[config.mk]
export PLATFORM = sky130hd
export DESIGN_NAME = xzw_bridge
export DESIGN_NICKNAME = d
export VERILOG_FILES = /design/src/verilog/xzw_pkg.sv /design/src/verilog/xzw_bridge.sv
export SDC_FILE = /design/constraint.sdc
export NUM_CORES = 1
export LEC_CHECK = 0
export BUFFER_PORTS_ARGS = -buffer_cell sky130_fd_sc_hd__buf_4
export CORE_MARGIN = 5
export CORE_UTILIZATION = 46
export CTS_BUF_LIST = sky130_fd_sc_hd__clkbuf_4 sky130_fd_sc_hd__clkbuf_8 sky130_fd_sc_hd__clkbuf_16
export DETAILED_ROUTE_END_ITERATION = 6
export MAX_ROUTING_LAYER = met4
export PLACE_DENSITY = 0.9
export SKIP_LAST_GASP = 1
export SYNTH_ARGS = -nofsm -noshare
export SYNTH_HDL_FRONTEND = slang
export SYNTH_SLANG_ARGS = --single-unit
[constraint.sdc]
create_clock -name CLK -period 2.7 [get_ports CLK]
set_input_delay 0.405 -clock CLK [delete_from_list [all_inputs] [get_ports CLK]]
set_output_delay 0.405 -clock CLK [all_outputs]
set_load 0.005 [all_outputs]
[src/verilog/xzw_pkg.sv]
package xzw_pkg;

   // ==========================================
   // register map (byte offsets)
   localparam logic [7:0] OFF_CHIP_BUFFER_ENABLE_STRAP = 8'h00;
   localparam logic [7:0] OFF_PP_CTL2 = 8'h04;
   localparam logic [7:0] OFF_PP_MODE = 8'h08;
   localparam logic [7:0] OFF_STATUS = 8'h0c;

   // ==========================================
   // field positions and reset values
   localparam int BUFFER_ENABLE_STRAP_ZWS_BIT = 0;
   localparam int BUFFER_ENABLE_STRAP_XDB_BIT = 4;
   localparam int CTL2_ZWS_BIT = 3;
   localparam logic [7:0] BUFFER_ENABLE_STRAP_RST = 8'h00;
   localparam logic [7:0] CTL2_RST = 8'h00;
   localparam logic [1:0] PP_MODE_RST = 2'h0;

   // ==========================================
   // parallel-port modes and access targets
   localparam logic [1:0] PP_SPP = 2'h0;
   localparam logic [1:0] PP_EPP17 = 2'h1;
   localparam logic [1:0] PP_EPP19 = 2'h2;
   localparam logic [1:0] PP_ECP = 2'h3;
   localparam logic [1:0] TGT_CONFIG = 2'h0;
   localparam logic [1:0] TGT_PPORT = 2'h1;
   localparam logic [1:0] TGT_OTHER = 2'h2;
   localparam logic [1:0] TGT_NONE = 2'h3;

   // ==========================================
   // shared pin layout
   localparam int PIN_SEL = 0;
   localparam int PIN_RD = 1;
   localparam int PIN_D0 = 2;

   typedef struct packed {
      logic [7:0] chip_config_one;
      logic [7:0] pport_second_control;
      logic [1:0] pp_mode;
   } xzw_regs_t;

endpackage
[src/verilog/xzw_bridge.sv]
// Decided for this implementation: the register offsets and the AHB-Lite register port.
`timescale 1ns/100ps
module xzw_bridge
   import xzw_pkg::*;
#(
   parameter int NPIN = 10
) (
   // clock and reset
   input wire logic CLK,
   input wire logic RST,
   // ahb-lite slave
   input wire logic HSEL,
   input wire logic [31:0] HADDR,
   input wire logic [1:0] HTRANS,
   input wire logic HWRITE,
   input wire logic [2:0] HSIZE,
   input wire logic [31:0] HWDATA,
   input wire logic HREADY,
   output logic [31:0] HRDATA,
   output logic HREADYOUT,
   output logic HRESP,
   // host access classification (pins)
   input wire logic ACC_ACTIVE,
   input wire logic [1:0] ACC_TARGET,
   // zero-wait open-drain pin
   output logic ZERO_WAIT_OUT_O,
   output logic ZERO_WAIT_OUT_OE,
   // strap pin
   input wire logic BUFFER_ENABLE_STRAP,
   // shared pins: 0 select_n, 1 read_n, 2..9 data lines
   input wire logic [NPIN-1:0] PIN_I,
   output logic [NPIN-1:0] PIN_O,
   output logic [NPIN-1:0] PIN_OE,
   // alternate functions behind the shared pins
   input wire logic [NPIN-1:0] ALT_O,
   input wire logic [NPIN-1:0] ALT_OE,
   output logic [NPIN-1:0] ALT_I,
   // host side of the x-bus data buffer
   input wire logic [7:0] HOST_WDATA,
   output logic [7:0] XBUF_RDATA,
   output logic XBUF_RVALID
);

   // ==========================================
   // state
   typedef struct packed {
      logic [NPIN-1:0] pin_s1;
      logic [NPIN-1:0] pin_s2;
      logic strap_s1;
      logic strap_s2;
      logic acc_s1;
      logic acc_s2;
      logic [1:0] tgt_s1;
      logic [1:0] tgt_s2;
      xzw_regs_t regs;
      logic wr_pend;
      logic [7:0] wr_addr;
      logic [31:0] hrdata;
      logic zws_oe;
      logic [NPIN-1:0] pin_o;
      logic [NPIN-1:0] pin_oe;
      logic [NPIN-1:0] alt_i;
      logic [7:0] xbuf_rdata;
      logic xbuf_rvalid;
   } xzw_state_t;

   xzw_state_t s_r;
   xzw_state_t s_nxt;

   // ==========================================
   // timing overview
   // every pin input passes two flops before any decision, so the
   // zero-wait enable and the shared-pin drivers react three edges after
   // a pin moves: two for the synchroniser, one for the output flop.
   // a register write acts at the edge that ends its data phase, because the
   // decode reads the post-write copy of the registers.
   //
   // the host access class arrives as a level pair (active, target).
   // the pin is open-drain: the output value is fixed low and only the
   // enable moves, so a released pin is left to the board pull-up.
   // trade-off: the extra sync latency costs zero-wait margin on very
   // short host cycles, but a metastable target code could otherwise
   // pull the pin low on a configuration access.
   //
   // shared pins: in buffer mode the select and read command are taken
   // active low; the data lines are driven only while both are low, and
   // data is captured while selected with the read command high.
   // in alternate mode the alternate functions own every driver and the
   // buffer side reads inactive, its capture register parked at all ones.
   //
   // limitation: the host-side buffer data is not synchronised; it must
   // come from logic on this clock.
   //
   // the strap is resampled on every reset edge; only its value at the
   // last reset edge survives into the buffer enable bit.

   // ==========================================
   // functions
   // target decode is a pure function of the synced access class and the
   // current registers, so the status word can report the same answer
   // that the pin takes on at the same edge.
   function automatic logic zws_wanted(input logic act, input logic [1:0] tgt,
                                       input xzw_regs_t r);
      logic w;
      w = 1'b0;
      if (act) begin
         unique case (tgt)
            TGT_CONFIG: w = 1'b0;
            TGT_PPORT: begin
               unique case (r.pp_mode)
                  PP_ECP: w = 1'b1;
                  PP_EPP17: w = r.pport_second_control[CTL2_ZWS_BIT];
                  PP_SPP: w = 1'b0;
                  PP_EPP19: w = 1'b0;
               endcase
            end
            TGT_OTHER: w = r.chip_config_one[BUFFER_ENABLE_STRAP_ZWS_BIT];
            TGT_NONE: w = 1'b0;
         endcase
      end
      return w;
   endfunction

   function automatic logic [31:0] rd_mux(input logic [7:0] a, input xzw_state_t s,
                                          input logic zero_wait_out);
      logic [31:0] d;
      d = 32'h0000_0000;
      unique case (a)
         OFF_CHIP_BUFFER_ENABLE_STRAP: d = {24'h00_0000, s.regs.chip_config_one};
         OFF_PP_CTL2: d = {24'h00_0000, s.regs.pport_second_control};
         OFF_PP_MODE: d = {30'h0000_0000, s.regs.pp_mode};
         OFF_STATUS: d = {26'h000_0000, s.strap_s2,
                          s.regs.chip_config_one[BUFFER_ENABLE_STRAP_XDB_BIT],
                          s.tgt_s2, s.acc_s2, zero_wait_out};
         default: d = 32'h0000_0000;
      endcase
      return d;
   endfunction

   // ==========================================
   // next state
   always_comb begin
      logic xbus_data_buffer;
      logic sel;
      logic rd;
      logic addr_ok;
      logic zero_wait_out;
      logic [NPIN-1:0] pin_view;
      xbus_data_buffer = 1'b0;
      sel = 1'b0;
      rd = 1'b0;
      addr_ok = 1'b0;
      zero_wait_out = 1'b0;
      pin_view = '1;
      s_nxt = s_r;

      // two-flop synchronisers for every pin input
      s_nxt.pin_s1 = PIN_I;
      s_nxt.pin_s2 = s_r.pin_s1;
      s_nxt.strap_s1 = BUFFER_ENABLE_STRAP;
      s_nxt.strap_s2 = s_r.strap_s1;
      s_nxt.acc_s1 = ACC_ACTIVE;
      s_nxt.acc_s2 = s_r.acc_s1;
      s_nxt.tgt_s1 = ACC_TARGET;
      s_nxt.tgt_s2 = s_r.tgt_s1;

      if (RST) begin
         s_nxt.regs.chip_config_one = BUFFER_ENABLE_STRAP_RST;
         // strap is sampled every reset cycle; last value before release sticks
         s_nxt.regs.chip_config_one[BUFFER_ENABLE_STRAP_XDB_BIT] = s_r.strap_s2;
         s_nxt.regs.pport_second_control = CTL2_RST;
         s_nxt.regs.pp_mode = PP_MODE_RST;
         s_nxt.wr_pend = 1'b0;
         s_nxt.wr_addr = 8'h00;
         s_nxt.hrdata = 32'h0000_0000;
         s_nxt.zws_oe = 1'b0;
         s_nxt.pin_o = '0;
         s_nxt.pin_oe = '0;
         s_nxt.alt_i = '1;
         s_nxt.xbuf_rdata = 8'h00;
         s_nxt.xbuf_rvalid = 1'b0;
      end else begin
         // ---------------- register writes (data phase)
         if (s_r.wr_pend) begin
            unique case (s_r.wr_addr)
               OFF_CHIP_BUFFER_ENABLE_STRAP: s_nxt.regs.chip_config_one = HWDATA[7:0];
               OFF_PP_CTL2: s_nxt.regs.pport_second_control = HWDATA[7:0];
               OFF_PP_MODE: s_nxt.regs.pp_mode = HWDATA[1:0];
               default: ;
            endcase
         end

         // ---------------- address phase
         addr_ok = HSEL && HTRANS[1] && HREADY;
         s_nxt.wr_pend = addr_ok && HWRITE;
         s_nxt.wr_addr = HADDR[7:0];
         zero_wait_out = zws_wanted(s_r.acc_s2, s_r.tgt_s2, s_nxt.regs);
         // read mux looks at the post-write registers so a read right after
         // a write to the same word returns the new value
         if (addr_ok && !HWRITE) begin
            s_nxt.hrdata = rd_mux(HADDR[7:0], s_nxt, zero_wait_out);
         end

         // ---------------- zero-wait pin
         // only ever pulled low; otherwise released to the pull-up
         s_nxt.zws_oe = zero_wait_out;

         // ---------------- shared pin multiplexing
         xbus_data_buffer = s_nxt.regs.chip_config_one[BUFFER_ENABLE_STRAP_XDB_BIT];
         if (xbus_data_buffer) begin
            sel = !s_r.pin_s2[PIN_SEL];
            rd = !s_r.pin_s2[PIN_RD];
            s_nxt.alt_i = '1;
            s_nxt.pin_o = '0;
            s_nxt.pin_oe = '0;
            s_nxt.pin_o[PIN_D0 +: 8] = HOST_WDATA;
            s_nxt.pin_oe[PIN_D0 +: 8] = {8{sel && rd}};
            s_nxt.xbuf_rvalid = sel && !rd;
            if (sel && !rd) begin
               s_nxt.xbuf_rdata = s_r.pin_s2[PIN_D0 +: 8];
            end
         end else begin
            // buffer controls read inactive (high) while alternates own the pins
            pin_view = s_r.pin_s2;
            s_nxt.alt_i = pin_view;
            s_nxt.pin_o = ALT_O;
            s_nxt.pin_oe = ALT_OE;
            s_nxt.xbuf_rvalid = 1'b0;
            s_nxt.xbuf_rdata = 8'hff;
         end
      end
   end

   // ==========================================
   // registers
   // one flop bank for the whole state; reset is carried by the next-state
   // logic so every field but the two-flop synchronisers resets synchronously.
   always_ff @(posedge CLK) begin
      s_r <= s_nxt;
   end

   // ==========================================
   // outputs, straight from flops except the tied-off HREADYOUT, HRESP and ZERO_WAIT_OUT_O
   assign HRDATA = s_r.hrdata;
   assign HREADYOUT = 1'b1;
   assign HRESP = 1'b0;
   assign ZERO_WAIT_OUT_O = 1'b0;
   assign ZERO_WAIT_OUT_OE = s_r.zws_oe;
   assign PIN_O = s_r.pin_o;
   assign PIN_OE = s_r.pin_oe;
   assign ALT_I = s_r.alt_i;
   assign XBUF_RDATA = s_r.xbuf_rdata;
   assign XBUF_RVALID = s_r.xbuf_rvalid;

endmodule

# [Yosys cells after proc, flatten, opt, wreduce, memory -nomap -nowiden]
# Cells that the tools add are included.
[classes] mul=0 bitwise=1 add_sub_neg=0 mux=13 n_shift=0 n_reduce_logical=17 n_eq_ne=12 magnitude_cmp=0 div_mod_pow=0
[ops] op="$mux 96" count=1
[ops] op="$mux 39" count=1
[ops] op="$mux 18" count=2
[ops] op="$mux 32" count=1
[ops] op="$pmux 8 s4" count=1
[ops] op="$eq 8x4->1 const B" count=3
[ops] op="$mux 8" count=3
[ops] op="$eq 8x3->1 const B" count=2
[ops] op="$logic_not 8->1" count=2
[ops] op="$eq 2x2->1 const B" count=4
[ops] op="$reduce_or 2->1" count=4
[ops] op="$logic_and 1x1->1" count=6
[ops] op="$pmux 1 s3" count=2
[ops] op="$eq 2x1->1 const B" count=2
[ops] op="$logic_not 2->1" count=2
[ops] op="$logic_not 1->1" count=3
[ops] op="$mux 2" count=1
[ops] op="$ne 2x2->1 const B" count=1
[ops] op="$mux 1" count=1
[ops] op="$not 1->1" count=1
[word_totals] mem_bits_rw=0 romBits=0 latchBits=0 regBits=127 wordCells=66 out_inout_bits=75 mem_count=0 in_bits=116

# [Depth between registers and ports, before layout]
[depth] depth_word=12 ltp_mapped=7 depth_no_buf=5

# [Least setup slack after synthesis]
# Ideal clock, no wire load.
[synth_path] path_type="register to register" startpoint="reg s_r[77] (netlist name)" endpoint="reg s_r, in the netlist PIN_OE[8]" path_buffers=2 slack_ps=352 stages_incl_launch_ff=8 synth_period_minus_slack_ps=2348 setup_ps=70 required_time_ps=2630 t_arrival_ps=2278 cell_sequence="dfxtp_1 > or4_1 > buf_2 > nor3_4 > mux2i_1 > clkbuf_1 > nand2_1 > a21oi_1"
[synth_via] elab_chain_cells=5
[synth_rtl] item="from (decl)" line_no="xzw_bridge.sv:67" rtl="xzw_state_t s_r;"
[synth_rtl] item="from (signal assigned)" line_no="xzw_bridge.sv:239" rtl="s_r <= s_nxt;"
[synth_rtl] item="$logic_not 8->1" line_no="xzw_bridge.sv:185" rtl="unique case (s_r.wr_addr)"
[synth_rtl] item="$mux 8" line_no="xzw_bridge.sv:185"
[synth_rtl] item="$mux 18" line_no="xzw_bridge.sv:184" rtl="if (s_r.wr_pend) begin"
[synth_rtl] item="$mux 18" line_no="xzw_bridge.sv:167" rtl="if (RST) begin"
[synth_rtl] item="$mux 39" line_no="xzw_bridge.sv:210" rtl="if (xbus_data_buffer) begin"
# Every way passes these cells. The select of a mux whose other input is x is not followed.
# A chain may end at the register's enable or synchronous reset.

# [Worst setup path in the final report]
[layout_path] startpoint="reg s_r[73] (netlist name)" endpoint="reg s_r, in the netlist PIN_O[0]"
[layout_via] elab_chain_cells=5
[layout_rtl] item="$logic_not 8->1" line_no="xzw_bridge.sv:185"
[layout_rtl] item="$mux 8" line_no="xzw_bridge.sv:185"
[layout_rtl] item="$mux 18" line_no="xzw_bridge.sv:184"
[layout_rtl] item="$mux 18" line_no="xzw_bridge.sv:167"
[layout_rtl] item="$reduce_or 2->1 (no source line)"
# Every way passes these cells. The select of a mux whose other input is x is not followed.

==> results.py <==
metrics = {
    "status": {
        "status": "complete, no violations",
    },
    "cells_and_area": {
        "area_growth_syn_to_layout_pct": 18.36,
        "final_cell_mix": "buf_4 (120), dfxtp_1 (103), nand2_1 (59)",
        "fin_util": 0.5646,
        "drive_above_1_share": 0.2901,
        "num_antenna_cells": 0,
        "fillers": 733,
        "final_common_cell": "buf_4",
        "layout.nets": 597,
    },
    "power": {
        "ir_worst_vdd_mv": 0.3847,
        "p_per_area_nw_per_um2": 622.5,
        "power_mw": 2.917,
        "leakagePower_nw": 2.073,
    },
    "timing": {
        "period_minus_slack_ps": 2296,
        "slew-limit-headroom": 0.5876,
        "rsz0062_at_grt": "false",
        "fin_setup_tns_ps": 0,
        "finalHoldViolations": 0,
        "worst_pin_slew_ps": 617.4,
        "setup_viol": 0,
        "timing.fmax_mhz": 435.5,
        "finClkSkew_ps": 24.41,
        "drv_slew": 0,
        "period_share": 0.8505,
    },
    "synthesis": {
        "yosysTopAreaCellShare": 0.5209,
        "yosysUniqueCellTypes": 45,
        "synth_area_um2": 3959,
        "synth_largest_area_cell": "dfxtp_1",
        "synth_area_leaders": "dfxtp_1 (52%), buf_4 (14%), nand2_1 (5.6%)",
        "ys.flop_type": "dfxtp_1",
        "synth-seq-area-share": 0.5209,
        "ys_warn_count": 0,
        "synth_edf_count": 0,
        "synth_cells": 417,
        "synth_seq_cells": 103,
        "synth-async-reset-ratio": 0,
        "synth_area_per_cell_um2": 9.494,
    },
    "placed_design": {
        "gp_congestion": 0.9227,
        "dp_hpwl_mm": 6.579,
        "portBuffers": 111,
    },
    "cts": {
        "insertion_delay_ps": 370,
        "cts_hold_buf": 0,
        "clk_path_buf_depth": 2,
        "cts_resized": 0,
        "cts_root_buf": "clkbuf_8",
        "cts_tree": "done",
        "htreeDepth": 3,
        "numCtsBuffers": 9,
        "path_clk_slew_ps": 130,
        "postCtsSetupBuffers": 0,
        "cts_sinks": 103,
    },
    "detailed_routing": {
        "vias_per_cell": 4.956,
        "drtIter0Drc": 177,
        "drc_errors": 0,
        "firstDrtPassIters": 4,
        "wl_per_cell_um": 14.69,
        "routed-via-count": 2929,
        "routed_wl_mm": 8.684,
        "ant_nets": 0,
    },
    "floorplan": {
        "die_w_um": 102.8,
        "die_area_um2": 10560,
        "core-area_um2": 8299,
        "dieHeight_um": 102.8,
        "num_rows": 33,
        "start_util": 0.4770,
        "ioPinCount": 191,
    },
    "critical_path": {
        "cp.required_ps": 3000,
        "cpPeakStageDelay_ps": 670,
        "path_buf_inv": 0,
        "start_kind": "register",
        "worstSetupPathType": "reg -> reg",
        "arrival_ps": 2600,
        "path_cells": "or4b_1 > nor3_4 > mux2_2 > nor2_1 > and2_1",
        "crit_slowest_cell": "or4b_1",
        "critPathTopFamily": "simple AND/OR/NAND/NOR gates",
        "cp-end-kind": "register",
        "cp_max_fo": 28,
    },
    "global_routing": {
        "grt_pass1_vias": 2840,
        "grt_overflow_total": 0,
        "grt_max_degree": 37,
        "grt_pass1_wl_mm": 13.57,
        "antenna_found_initial": 0,
        "grt_util_all_layers": 0.1689,
    },
    "worst_hold_path": {
        "hp-class": "in -> reg",
    },
    "job": {
        "cap_violations": 0,
    },
}
==> kinds of logic (layout without fill, tap and decap cells) <==
logic type / Yosys count / after routing / share of synthesized area
xor+xnor: 1 / 1 / 0.002213
compound gates: 63 / 63 / 0.1018
simple gates: 139 / 139 / 0.1798
buf+inv: 97 / 141 / 0.1625
mux: 12 / 12 / 0.03097
other cells: 2 / 27 / 0.001897
flops: 103 / 103 / 0.5209
==> metal layers <==
layer	part of all wire	wire length [um]	global-route usage	vias up
met4	0.018	157	0.07072	0
met5	0	0	-	-
met2	0.51	4423	0.2820	126
met1	0.41	3541	0.1998	1343
met3	0.065	562	0.03180	15
li1	-	-	-	1445
==> worst reg2reg max path: stages, from the launching register on <==
cell,delay (ps)
dfxtp_1,350
or4b_1,670
nor3_4,180
mux2_2,550
nor2_1,320
and2_1,190
==> sequential cells by signal (all words and copies together), names as in the netlist <==
register and flops:
ALT_I 10, HRDATA 8, PIN_O 10, PIN_OE 10, XBUF_RDATA 8, XBUF_RVALID 1
ZERO_WAIT_OUT_OE 1, s_nxt 14, s_r 41
==> metrics by stage <==
stage / hold slack [ps] / area [um2] / std cells / worst slack [ps]
2_1_floorplan: 309.6 / 4053 / 442 / 351.9
3_3_place_gp: 310.4 / 4461 / 575 / 369.4
3_5_place_dp: 314.3 / 4461 / 575 / 345.9
4_1_cts: 107.0 / 4686 / 591 / 391.3
5_1_grt: 88.90 / 4686 / 591 / 256.9
6_report: 126.2 / 4686 / 591 / 403.6
==> synth_stat cells (4+ instances only) <==
library cell,instances
and2_1,6
nand3_1,9
nand4_1,5
a31oi_1,8
nor2_1,12
a21oi_1,30
nor2b_1,12
nor4_1,4
o31ai_1,4
nand2b_1,4
inv_1,5
clkbuf_1,13
buf_4,73
mux2i_1,10
dfxtp_1,103
or3_1,12
nand2_1,59
buf_2,4
==> path summary, 6_finish.rpt <==
path	from	end	slack [ps]	depth (start not counted)
max	s_r[73]	PIN_O[0]	400	5
min	PIN_I[5]	s_nxt[112]	130	1
max reg2reg	s_r[73]	PIN_O[0]	400	5
min reg2reg	s_nxt[107]	s_r[107]	340	0
==> report_power, final <==
part	leakage, nW	total, mW	internal (mW)	switching, mW
logic	1.11	0.287	0.148	0.139
registers	0.851	1.62	1.59	0.0299
clock network	0.111	1.01	0.393	0.619
==> final cells by class <==
cell class	count	area, um2	share of cell area
flip-flops and latches	103	2062	0.4401
multi-input cells	242	1348	0.2876
repair buffers	120	900.9	0.1923
well taps	105	131.4	0.02804
clock buffers	9	123.9	0.02644
clock inverters	7	101.3	0.02163
inverters	5	18.77	0.004005
Note: power is estimated with default switching activity, not from simulation.
